<file path="config.mk">
export PLATFORM = sky130hd
export DESIGN_NAME = modem_output_power_control
export DESIGN_NICKNAME = d
export VERILOG_FILES = /design/src/modem_ctrl_pkg.sv /design/src/modem_output_power_control.sv
export SDC_FILE = /design/constraint.sdc
export NUM_CORES = 1
export LEC_CHECK = 0
export BUFFER_PORTS_ARGS = -buffer_cell sky130_fd_sc_hd__buf_2
export CORE_ASPECT_RATIO = 1.5
export CORE_MARGIN = 4
export CORE_UTILIZATION = 43
export DETAILED_ROUTE_END_ITERATION = 10
export PLACE_DENSITY = 0.9
export SLEW_MARGIN = 30
export SYNTH_ARGS = -nofsm -noshare
export SYNTH_HDL_FRONTEND = slang
export SYNTH_SLANG_ARGS = --single-unit
</file>
<file path="constraint.sdc">
create_clock -name mclk -period 2.3 [get_ports mclk]
set_clock_uncertainty 0.2 [all_clocks]
set_input_delay 0.46 -clock mclk [delete_from_list [all_inputs] [get_ports mclk]]
set_output_delay 0.46 -clock mclk [all_outputs]
set_load 0.01 [all_outputs]
</file>
<file path="src/modem_ctrl_pkg.sv">
// constants and state layout for the modem output and power control block
// What this block does
// - qpsk output: reverse low sends I bit first, high sends Q bit first
// - bpsk select high: one bit per symbol, I or Q chosen by reverse bit
// - bpsk discriminator: cross product times sign of dot product
// - qpsk discriminator: cross times dot sign minus dot times cross sign
// - invert bit flips I and Q at serial and parallel data outputs
// - oscillator enable bit ORed with its pin; either one alone can govern
// - oscillator held in reset while its combined enable is low
// - oscillator reset starts on next receive IF tick; registers kept
// - rising transmitter enable bit starts one preamble then data symbols
// - transmit enable ORed with pin; fall resets datapath on next tx tick
// - oscillator, transmitter and receiver enables act independently
// - receiver enable bit ORed with its pin; either one alone can govern
// - receiver re-enable always starts in acquisition mode
// - receiver reset starts on next receive IF tick, lasts six ticks
// - receiver reset clears test point select; host rewrites it later
// - four bit select routes one of 16 test points to 8 bit bus
// - seven power bits, one per nine tap section; high powers down
// - acquisition mode keeps every filter tap powered
// - tap 0 has no power control and is always powered
package modem_ctrl_pkg;

   ////////////////////////////////////////////////////////////////////////
   // register map
   localparam logic [7:0] ADDR_OUTPUT_FORMAT = 8'h36;
   localparam logic [7:0] ADDR_POWER_ENABLE = 8'h37;
   localparam logic [7:0] ADDR_TEST_SELECT = 8'h38;
   localparam logic [7:0] ADDR_SECTION_POWER = 8'h39;

   // output_format_control fields
   localparam int FMT_REVERSE_BIT = 0;
   localparam int FMT_BPSK_BIT = 1;
   localparam int FMT_INVERT_BIT = 2;
   localparam int FMT_WIDTH = 3;

   // power_enable_control fields
   localparam int EN_OSC_BIT = 0;
   localparam int EN_TX_BIT = 1;
   localparam int EN_RX_BIT = 2;
   localparam int EN_WIDTH = 3;

   localparam int TEST_SEL_WIDTH = 4;
   localparam int TEST_POINTS = 16;
   localparam int SECTIONS = 7;
   localparam int TAPS_PER_SECTION = 9;
   localparam int TAPS = 64;
   localparam int DISC_WIDTH = 17;

   // values after reset
   localparam logic [FMT_WIDTH-1:0] FMT_RESET = 3'h0;
   localparam logic [EN_WIDTH-1:0] EN_RESET = 3'h0;
   localparam logic [TEST_SEL_WIDTH-1:0] TEST_SEL_RESET = 4'h0;
   localparam logic [SECTIONS-1:0] SECTION_POWER_RESET = 7'h00;

   // receiver reset sequence length in receive IF ticks
   localparam logic [2:0] RX_SEQ_TICKS = 3'h6;

   ////////////////////////////////////////////////////////////////////////
   // whole state of the block
   typedef struct packed {
      logic [FMT_WIDTH-1:0] outFmt;
      logic [EN_WIDTH-1:0] enables;
      logic [TEST_SEL_WIDTH-1:0] testSel;
      logic [SECTIONS-1:0] sectionDown;
      logic [7:0] rdData;
      logic oscReset;
      logic txReset;
      logic txBitPrev;
      logic txStart;
      logic rxReset;
      logic rxEffPrev;
      logic rxAcqStart;
      logic [2:0] rxSeqCount;
      logic rxSeqBusy;
      logic serialBit;
      logic serialValid;
      logic pendingBit;
      logic pendingValid;
      logic iOut;
      logic qOut;
      logic parValid;
      logic [DISC_WIDTH-1:0] disc;
      logic [7:0] testBus;
      logic [TAPS-1:0] tapPowered;
   } state_s;

endpackage : modem_ctrl_pkg

</file>
<file path="src/modem_output_power_control.sv">
// output processor, discriminator, enables, test select and filter power
//
// Our own choice: the plain strobed port.
`timescale 1ns/100ps
module modem_output_power_control
   import modem_ctrl_pkg::*;
(
   // clock and reset
   input wire logic mclk,
   input wire logic rstn,
   // register port
   input wire logic [7:0] regAddr,
   input wire logic [7:0] regWrData,
   input wire logic regWr,
   input wire logic regRd,
   output logic [7:0] regRdData,
   // external enables
   input wire logic oscEnablePin,
   input wire logic txEnablePin,
   input wire logic rxEnablePin,
   // IF clock enables, one mclk cycle each
   input wire logic rxIfTick,
   input wire logic txIfTick,
   // demodulated symbols
   input wire logic symValid,
   input wire logic symI,
   input wire logic symQ,
   input wire logic [DISC_WIDTH-1:0] crossProd,
   input wire logic [DISC_WIDTH-1:0] dotProd,
   // receiver state and test points
   input wire logic acqMode,
   input wire logic [TEST_POINTS*8-1:0] testPoints,
   // receive data outputs
   output logic rxSerialOut,
   output logic rxSerialValid,
   output logic rxIOutA,
   output logic rxQOutB,
   output logic rxParValid,
   // discriminator output
   output logic [DISC_WIDTH-1:0] discOut,
   // test bus
   output logic [7:0] rxTestBus,
   // power control
   output logic oscReset,
   output logic txReset,
   output logic txStart,
   output logic rxReset,
   output logic rxSeqBusy,
   output logic rxAcqStart,
   output logic [TAPS-1:0] tapPowered
);

   ////////////////////////////////////////////////////////////////////////
   // helpers

   // multiply by +1 or -1 as given by a sign bit
   function automatic logic [DISC_WIDTH-1:0] applySign(
      input logic [DISC_WIDTH-1:0] value,
      input logic sign
   );
      applySign = sign ? DISC_WIDTH'(~value + 1'b1) : value;
   endfunction : applySign

   state_s cur;
   state_s next_cur;

   logic oscEff;
   logic txEff;
   logic rxEff;
   logic rxSeqStart;
   logic firstBit;
   logic secondBit;
   logic [DISC_WIDTH-1:0] crossTerm;
   logic [DISC_WIDTH-1:0] dotTerm;

   ////////////////////////////////////////////////////////////////////////
   // next state

   always_comb begin
      next_cur = cur;

      // each enable is its own bit ORed with its own pin
      oscEff = cur.enables[EN_OSC_BIT] | oscEnablePin;
      txEff = cur.enables[EN_TX_BIT] | txEnablePin;
      rxEff = cur.enables[EN_RX_BIT] | rxEnablePin;
      rxSeqStart = rxIfTick && !rxEff && !cur.rxReset;

      // register writes; unassigned bits are dropped
      if (regWr) begin
         unique case (regAddr)
            ADDR_OUTPUT_FORMAT: next_cur.outFmt = regWrData[FMT_WIDTH-1:0];
            ADDR_POWER_ENABLE: next_cur.enables = regWrData[EN_WIDTH-1:0];
            ADDR_TEST_SELECT: next_cur.testSel = regWrData[TEST_SEL_WIDTH-1:0];
            ADDR_SECTION_POWER: next_cur.sectionDown = regWrData[SECTIONS-1:0];
            default: ;
         endcase
      end

      // read data stands one cycle after the strobe only
      next_cur.rdData = 8'h00;
      if (regRd) begin
         unique case (regAddr)
            ADDR_OUTPUT_FORMAT: next_cur.rdData = {5'h00, cur.outFmt};
            ADDR_POWER_ENABLE: next_cur.rdData = {5'h00, cur.enables};
            ADDR_TEST_SELECT: next_cur.rdData = {4'h0, cur.testSel};
            ADDR_SECTION_POWER: next_cur.rdData = {1'b0, cur.sectionDown};
            default: next_cur.rdData = 8'h00;
         endcase
      end

      ////////////////////////////////////////////////////////////////////
      // oscillator: reset from the receive IF tick after the fall, held
      // until re-enabled; frequency word reload is left to the host
      if (oscEff) begin
         next_cur.oscReset = 1'b0;
      end else if (rxIfTick) begin
         next_cur.oscReset = 1'b1;
      end

      ////////////////////////////////////////////////////////////////////
      // transmitter
      next_cur.txBitPrev = cur.enables[EN_TX_BIT];
      next_cur.txStart = cur.enables[EN_TX_BIT] && !cur.txBitPrev;
      if (txEff) begin
         next_cur.txReset = 1'b0;
      end else if (txIfTick) begin
         next_cur.txReset = 1'b1;
      end

      ////////////////////////////////////////////////////////////////////
      // receiver
      next_cur.rxEffPrev = rxEff;
      next_cur.rxAcqStart = rxEff && !cur.rxEffPrev;
      if (rxEff) begin
         next_cur.rxReset = 1'b0;
      end else if (rxSeqStart) begin
         next_cur.rxReset = 1'b1;
      end
      if (rxSeqStart) begin
         next_cur.rxSeqBusy = 1'b1;
         next_cur.rxSeqCount = RX_SEQ_TICKS - 3'h1;
         // hardware clear wins over a host write in the same cycle
         next_cur.testSel = TEST_SEL_RESET;
      end else if (cur.rxSeqBusy && rxIfTick) begin
         next_cur.rxSeqCount = cur.rxSeqCount - 3'h1;
         if (cur.rxSeqCount == 3'h1) begin
            next_cur.rxSeqBusy = 1'b0;
         end
      end

      ////////////////////////////////////////////////////////////////////
      // output processor
      firstBit = cur.outFmt[FMT_REVERSE_BIT] ? symQ : symI;
      secondBit = cur.outFmt[FMT_REVERSE_BIT] ? symI : symQ;
      next_cur.serialValid = 1'b0;
      next_cur.parValid = 1'b0;
      if (symValid) begin
         // a new symbol drops a second bit not yet sent
         next_cur.serialBit = firstBit ^ cur.outFmt[FMT_INVERT_BIT];
         next_cur.serialValid = 1'b1;
         next_cur.pendingBit = secondBit ^ cur.outFmt[FMT_INVERT_BIT];
         next_cur.pendingValid = !cur.outFmt[FMT_BPSK_BIT];
         next_cur.iOut = symI ^ cur.outFmt[FMT_INVERT_BIT];
         next_cur.qOut = symQ ^ cur.outFmt[FMT_INVERT_BIT];
         next_cur.parValid = 1'b1;
      end else if (cur.pendingValid) begin
         next_cur.serialBit = cur.pendingBit;
         next_cur.serialValid = 1'b1;
         next_cur.pendingValid = 1'b0;
      end

      ////////////////////////////////////////////////////////////////////
      // frequency discriminator, sign bits act as +1 or -1
      crossTerm = applySign(crossProd, dotProd[DISC_WIDTH-1]);
      dotTerm = applySign(dotProd, crossProd[DISC_WIDTH-1]);
      if (cur.outFmt[FMT_BPSK_BIT]) begin
         next_cur.disc = crossTerm;
      end else begin
         next_cur.disc = DISC_WIDTH'(crossTerm - dotTerm);
      end

      ////////////////////////////////////////////////////////////////////
      // test bus and filter power
      next_cur.testBus = testPoints[cur.testSel*8 +: 8];
      next_cur.tapPowered[0] = 1'b1;
      for (int s = 0; s < SECTIONS; s++) begin
         for (int t = 0; t < TAPS_PER_SECTION; t++) begin
            // acquisition needs the full filter
            next_cur.tapPowered[1 + s*TAPS_PER_SECTION + t] =
               acqMode || !cur.sectionDown[s];
         end
      end
   end

   ////////////////////////////////////////////////////////////////////////
   // state register

   always_ff @(posedge mclk or negedge rstn) begin
      if (!rstn) begin
         cur <= '0;
         cur.outFmt <= FMT_RESET;
         cur.enables <= EN_RESET;
         cur.testSel <= TEST_SEL_RESET;
         cur.sectionDown <= SECTION_POWER_RESET;
         // datapaths start held until an enable rises
         cur.oscReset <= 1'b1;
         cur.txReset <= 1'b1;
         cur.rxReset <= 1'b1;
         cur.tapPowered <= '1;
      end else begin
         cur <= next_cur;
      end
   end

   ////////////////////////////////////////////////////////////////////////
   // outputs

   assign regRdData = cur.rdData;
   assign rxSerialOut = cur.serialBit;
   assign rxSerialValid = cur.serialValid;
   assign rxIOutA = cur.iOut;
   assign rxQOutB = cur.qOut;
   assign rxParValid = cur.parValid;
   assign discOut = cur.disc;
   assign rxTestBus = cur.testBus;
   assign oscReset = cur.oscReset;
   assign txReset = cur.txReset;
   assign txStart = cur.txStart;
   assign rxReset = cur.rxReset;
   assign rxSeqBusy = cur.rxSeqBusy;
   assign rxAcqStart = cur.rxAcqStart;
   assign tapPowered = cur.tapPowered;

endmodule : modem_output_power_control

</file>
# [Word-level counts from Yosys, hierarchy flattened]
# Cells that the tools add are included.
[classes] eq_ne=5 n_bitwise=9 n_reduce_logical=37 mux=24 addsub=4 shifts=1
[ops] op="$shiftx 128x8->8" n=1
[ops] op="$mux 17" n=3
[ops] op="$add 17x1->17 const B" n=2
[ops] op="$not 17->17" n=2
[ops] op="$eq 8x6->1 const B" n=4
[ops] op="$pmux 7 s4" n=1
[ops] op="$sub 17x17->17" n=1
[ops] op="$mux 4" n=4
[ops] op="$reduce_bool 2->1" n=8
[ops] op="$mux 7" n=2
[ops] op="$logic_not 1->1" n=12
[ops] op="$mux 1" n=11
[ops] op="$mux 11" n=1
[ops] op="$reduce_and 2->1" n=5
[ops] op="$logic_or 1x1->1" n=7
[ops] op="$logic_and 1x1->1" n=5
[ops] op="$mux 2" n=2
[ops] op="$xor 1x1->1" n=4
[ops] op="$eq 3x1->1 const B" n=1
[ops] op="$or 1x1->1" n=3
[ops] op="$sub 3x1->3 const B" n=1
[totals] inputBits=191 regBits=123

# [Logic depth before layout (Yosys ltp)]
# Gate-level depths: netlist of run 1.
[depth] ltp_word=6 ltp_mapped=15

# [Worst setup path after synthesis of run 1]
# Ideal clock, no wire load.
[synth_path] kind="input to register" start="input dotProd[5]" end="register cur, in the netlist discOut[16]" path_buffers=1 required_ps=1972 arrival_time_ps=3380 cell_stages=13 path_slack_ps=-1408 setup_ps=128 path_cell_list="or4_4 or4_4 or3_1 o21ai_0 xor2_1 ha_1 clkbuf_1 nand2_1 nor2_1 o2111ai_1 and2_1 a221oi_2 nand3_1"
[synth_lines] element="start, declared" line="modem_output_power_control.sv:29" source="input wire logic [DISC_WIDTH-1:0] dotProd,"
[synth_lines] element="end signal, assigned" line="modem_output_power_control.sv:211" source="cur <= next_cur;"
[synth_lines] element="end, declared" line="modem_output_power_control.sv:64" source="state_s cur;"

==> results of run 1 <==
[cell families after synthesis]
family / count (synthesis) / share of synthesized area, %
AND/OR/NAND/NOR: 147 / 12.6
buffers and inverters: 137 / 14.7
AO/OA/AOI/OAI: 99 / 11.0
flip-flops: 74 / 31.2
multiplexers: 63 / 19.3
XOR/XNOR: 45 / 6.59
adder cells (fa/ha/maj): 21 / 4.52
other: 2 / 0.126
[metal layers]
| metal | routed length, um | share of wire [%] | global-route usage (%) | up-vias |
|---|---|---|---|---|
| met5 | 0 | 0 | 0 | - |
| met4 | 943 | 4.5 | 12.0 | 0 |
| met3 | 1420 | 6.8 | 4.83 | 71 |
| met2 | 11500 | 55 | 45.4 | 303 |
| met1 | 7120 | 34 | 26.3 | 2771 |
| li1 | - | - | - | 2633 |
[placed cells by master, fill, tap and decap left out, drive strengths merged, types with 6 or more instances in the layout]
master and count:
ha 20, inv 17, o31ai 8, dfstp 10, a21o 7, or4 6, nor3 6, mux4 40
nand3 11, and3 9, o21ai 29, clkbuf 9, buf 416, nand2 49, nor2 27, dfrtp 64
xor2 22, nand2b 11, mux2 18, xnor2 23, a21oi 27
[through the flow]
step,utilization (%),instances,area (um2)
floorplan,-,588,6090
global placement,56.9,1026,7740
detailed placement,56.9,1026,7740
CTS,60.6,1051,8240
global route,62.5,1063,8500
finish,62.5,1063,8500
[layout make-up]
type,instances,area (um2)
Antenna cell,4,10.0
Clock buffer,9,225
Clock inverter,7,82.6
Sequential cell,74,1870
Multi-Input combinational cell,377,3560
Tap cell,162,203
Fill cell,1096,5100
Timing Repair Buffer,417,2510
Inverter,13,48.8
[state kept, by name, indices dropped and copies added, names as in the netlist, 7 cells and up]
name	cells
cur	24
discOut	17
regRdData	7
rxTestBus	8
tapPowered	7
[power breakdown]
group / leakage (nW) / switching (mW) / internal [mW] / total [mW]
Combinational: 2.93 / 0.970 / 0.994 / 1.96
Sequential: 0.902 / 0.0985 / 1.50 / 1.60
Clock: 0.145 / 0.600 / 0.859 / 1.46
[worst register-to-register path: stages, from the launching register on]
cell	delay (ns)
dfrtp_2	0.48
buf_12	0.22
mux4_2	0.56
mux4_2	0.47
[worst max path at each step]
stage	from	endpoint	slack (ns)	cells after the start
global placement	dotProd[5]	discOut[16]$_DFF_PN0_	-1.54	13
global route	dotProd[5]	discOut[16]$_DFF_PN0_	-1.44	14
detailed placement	dotProd[5]	discOut[16]$_DFF_PN0_	-1.67	13
CTS	dotProd[5]	discOut[16]$_DFF_PN0_	-1.22	13
floorplan	dotProd[5]	discOut[16]$_DFF_PN0_	-1.30	12
finish	dotProd[5]	discOut[16]$_DFF_PN0_	-1.31	14
[what timing repair did]
action,CTS,global route
resized for setup,28,42
hold buffers,1,0
endpoints found under the setup margin,12,13
setup buffers,8,9
endpoints found under the hold margin,12,0
pin swaps,24,31
==> results.yml, run 1 <==
timing:
  relSlewSlack_pct: 60.6
  report.final.slew_viol_count: 0
  rsz0062_at_grt: "yes"
  min_period_over_period_pct: 157
  achievable-frequency_ghz: 0.277
  setup_viols_final: 13
  post-route-min-period_ns: 3.61
  setup_total_negative_slack_ns: -11.55
  holdWs_ns: 0.0418
  finalHoldViolations: 0
  tightestPinTransition_ns: 0.591
  setup_ws_ns: -1.31
flow_run:
  maxCapViolCount: 0
logic_synthesis:
  synth.top_cells.by_count: "buf_4 (97), dfrtp_1 (64), nand2_1 (49), mux4_2 (40), o21ai_0 (28)"
  synth_flop_cell: "dfrtp_1"
  synthMostInstantiatedCell: "buf_4"
  cell_type_with_the_highest_aggregate_area_in_the_netlist: "dfrtp_1"
  synth_edf_count: 0
  synth-warning-count: 0
  ys_top_cells_by_area: "dfrtp_1 (27%), mux4_2 (15%), buf_4 (12%), dfstp_2 (4.4%), ha_1 (4.2%)"
  yosys_register_bits: 74
  netlist.area_leader.share_pct: 26.8
  synth.net_count: 800
  synth-seq-area-share_pct: 31.2
  postSynthCellCount: 588
  syn_area_per_cell_um2: 10.2
  synth_cell_types: 58
  synth_async_sr_flop_share_pct: 100
  synth_area_um2: 5980
clocking:
  cts_sink_count: 74
  cts_inserted_buffers: 9
  cts_tree: "yes"
  cts_htree_levels: 3
  path_clk_slew_ns: 0.06
  clock_tree.root_cell: "clkbuf_16"
  cts_buffer_depth: 2
  worstSkewPairLatency_ns: 0.33
global_routing:
  grt_antenna_before_repair: 4
  grt_first_pass_wirelength_mm: 31.0
  grt_pass1_vias: 5848
  global_router_s_overall_resource_usage_pct: 24.6
  grt_max_degree: 63
  global_route.overflow_total: 0
placed_design:
  port-buffer-count: 295
  hpwlAfterDp_mm: 16.2
  placer_s_final_routability_congestion_estimate: 1.08
  pre_cts_setup_slack_ns: -1.67
critical_path:
  path_delay_family: "simple AND/OR/NAND/NOR gates"
  cp-start-kind: "primary input"
  cp.required_ns: 2.37
  critical_path.reg2reg.startpoint: "cur[122]$_DFFE_PN0P_"
  worstPathCellList: "buf_6, or4_4, or4_4, or3_4, buf_4, o21ai_2, xor2_1, ha_2, a21oi_1, o21ai_1, a21oi_1, nand2_1, a2111o_1, nand3_1"
  worstPathArrival_ns: 3.67
  reg2reg_setup_slack_ns: 0.23
  worst-path-buf-inv: 2
  timing.setup.critical_path_class: "primary input to register"
  max_stage_delay_ns: 0.53
  r2r_cells: 3
  crit_slowest_cell: "or4_4"
  cp_max_fo: 4
  end_kind: "register"
  worstReg2RegEnd: "rxTestBus[1]$_DFF_PN0_"
floorplanning:
  floorplan.initialDensity_pct: 44.0
  die_area_um2: 15900
  chipWidth_um: 104
  die_h_um: 152
  core_box_area_um2: 13600
  rows: 52
  pin_count: 299
drt:
  dr.first_iter.drc_count: 281
  via_count: 5778
  drc_errors: 0
  drtPass1Iterations: 4
  postRouteAntennaNets: 0
  routed_via_density: 5.44
  route.detailed.wl_per_inst_um: 19.7
  totalWireLength_mm: 21.0
hold_path:
  hp-class: "primary input to register"
  holdPathStages: 2
  worstHoldStart: "txEnablePin"
  hold_end: "txReset$_DFFE_PN1P_"
outcome:
  failed_checks: "setup timing"
  outcome: "complete, but fails checks"
layout:
  flow.area_growth_from_synthesis_pct: 42.2
  layout.nets: 1104
  layout-drive-gt1-share_pct: 62.1
power_and_ir_drop:
  finalPower_mw: 5.02
  vdd.ir_drop.worst_mv: 0.318
  power_leakage_nw: 3.97
  power_per_cell_area_nw_per_um2: 590
Note: power is estimated with default switching activity, not from simulation.
==> inputs of run 2 (changes only) <==
SETUP_SLACK_MARGIN = 0.15   (was not set)
==> run 2 against run 1 <==
The flow still finishes with violations (setup timing). Final cell count grew 0.19%. Routed wire length grew 3.4%. Total power grew 4.2%. Clock power is essentially flat. Sequential power is essentially flat. Global-route usage grew 0.38 points. Count of clock-buffer cells in the layout is the same. Setup slack gained 0.0055 ns. Non-clock buffer count grew 6. Sequential share of layout area shrank 0.66 points. Register-to-register slack is essentially flat. Critical endpoint unchanged. Highest routed layer unchanged.
==> results.yml, run 2 (synthesis results as in run 1) <==
drt:
  routed_via_density: 5.52
  via_count: 5883
  drc_errors: 0
  totalWireLength_mm: 21.7
  postRouteAntennaNets: 0
  drtPass1Iterations: 5
  route.detailed.wl_per_inst_um: 20.4
  dr.first_iter.drc_count: 276
layout:
  largest_reg_flops: 24
  layout.cells.most_common_list: "buf_2 (288), buf_4 (108), dfrtp_1 (63)"
  flow.area_growth_from_synthesis_pct: 46.6
  multi_input_gate_area_um2: 3760
  antennaDiodeCount: 0
  filler_cell_count: 1048
  final_common_cell: "buf_2"
  finalInstanceArea_um2: 8770
  regArea_um2: 1870
  layout-drive-gt1-share_pct: 64.9
  layout.nets: 1110
  finish.cell_count_without_fillers: 1065
  largest-register: "cur"
clocking:
  worstSkewPairLatency_ns: 0.34
  cts_buffer_depth: 2
  cts_inserted_buffers: 9
  path_clk_slew_ns: 0.07
  cts_sink_count: 74
  cts_tree: "yes"
  cts_htree_levels: 3
  clock_tree.root_cell: "clkbuf_16"
critical_path:
  cp.required_ns: 2.31
  cp_max_fo: 3
  cp-start-kind: "primary input"
  reg2reg_setup_slack_ns: 0.23
  timing.setup.critical_path_class: "primary input to register"
  r2r_cells: 3
  worstPathArrival_ns: 3.62
  worstReg2RegEnd: "rxTestBus[0]$_DFF_PN0_"
  critical_path.reg2reg.startpoint: "cur[122]$_DFFE_PN0P_"
  end_kind: "register"
global_routing:
  grt_first_pass_wirelength_mm: 31.6
  gr-usage-met3_pct: 4.83
  grt_antenna_before_repair: 0
  global_router_s_overall_resource_usage_pct: 24.9
  grt_util_met2_pct: 48.3
  grt_max_degree: 40
  grt_pass1_vias: 6011
  global_route.overflow_total: 0
  grt_most_used_layer: "met2"
  met1_usage_pct: 26.6
hold_path:
  worstHoldStart: "txEnablePin"
  hp-class: "primary input to register"
  hold_end: "txReset$_DFFE_PN1P_"
  holdPathStages: 2
timing:
  post-route-min-period_ns: 3.60
  finalHoldViolations: 0
  report.final.slew_viol_count: 0
  relSlewSlack_pct: 58.2
  tightestPinTransition_ns: 0.621
  rsz0062_at_grt: "yes"
  achievable-frequency_ghz: 0.278
  min_period_over_period_pct: 157
  setup_total_negative_slack_ns: -11.45
  setup_ws_ns: -1.30
  setup_viols_final: 12
placed_design:
  port-buffer-count: 295
  numPlacedInstances: 1026
  placer_s_final_routability_congestion_estimate: 1.08
  post_dp_cell_area_um2: 7760
  hpwlAfterDp_mm: 16.2
outcome:
  failed_checks: "setup timing"
  outcome: "complete, but fails checks"
floorplanning:
  core_box_area_um2: 13600
  rows: 52
  chipWidth_um: 104
  die_h_um: 152
  floorplan.initialDensity_pct: 44.0
  pin_count: 299
  die_area_um2: 15900
power_and_ir_drop:
  power_leakage_nw: 4.07
  vdd.ir_drop.worst_mv: 0.354
  power_per_cell_area_nw_per_um2: 596
  finalPower_mw: 5.23
flow_run:
  maxCapViolCount: 0
run 2: changes by cell type in the layout (fill, tap and decap cells not counted), sizes merged:
cell | before | now
buf | 416 | 421
diode | 4 | 0
clkbuf | 9 | 10
run 2: worst max path at each step:
stage	endpoint	start	slack [ns]
after floorplan	discOut[16]$_DFF_PN0_	dotProd[5]	-1.30
after global placement	discOut[16]$_DFF_PN0_	dotProd[5]	-1.55
after detailed placement	discOut[16]$_DFF_PN0_	dotProd[5]	-1.61
after CTS	discOut[16]$_DFF_PN0_	dotProd[5]	-1.18
after global routing	discOut[16]$_DFF_PN0_	dotProd[5]	-1.42
final	discOut[16]$_DFF_PN0_	dotProd[5]	-1.30
run 2: per-stage QoR:
step                      setup slack (ns)  util [%]  hold WS, ns
after floorplan                      -1.30         -      -0.0356
after global placement               -1.55      57.1        0.182
after detailed placement             -1.61      57.1        0.186
after CTS                            -1.18      61.0       0.0291
after global routing                 -1.42      64.5       0.0258
final                                -1.30      64.5       0.0304
run 2: final cells by class:
cell class / instances / share of cell area, %
Clock buffer: 9 / 2.57
Tap cell: 162 / 2.31
Multi-Input combinational cell: 377 / 42.9
Timing Repair Buffer: 423 / 29.4
Inverter: 13 / 0.557
Sequential cell: 74 / 21.3
Clock inverter: 7 / 0.970
run 2: repair_timing:
item | 4_1_cts | 5_1_grt
pin swaps | 25 | 36
gates cloned | 0 | 0
hold buffers | 1 | 0
setup endpoints to repair | 12 | 14
hold endpoints to repair | 32 | 0
gates resized for setup | 38 | 69
buffers inserted | 6 | 16
run 2: critical path, stage by stage:
cell,delay (ns)
buf_6,0.09
or4_4,0.53
or4_4,0.46
or3_4,0.43
o41ai_4,0.24
xor2_1,0.13
ha_1,0.34
nand2_1,0.12
nor2_2,0.16
o2111ai_2,0.15
and2_1,0.18
a221oi_2,0.23
nand3_1,0.11
run 2: layer usage:
layer  vias to the layer above  routed length, um  part of all wire, %
li1                       2641                  -                    -
met1                      2869               7600                   35
met2                       307              12000                   56
met3                        66               1230                  5.7
met4                         0                788                  3.6
met5                         -                  0                    0
run 2: power by group:
part	switching, mW	internal (mW)
logic	1.05	1.10
registers	0.0969	1.50
clock network	0.618	0.863
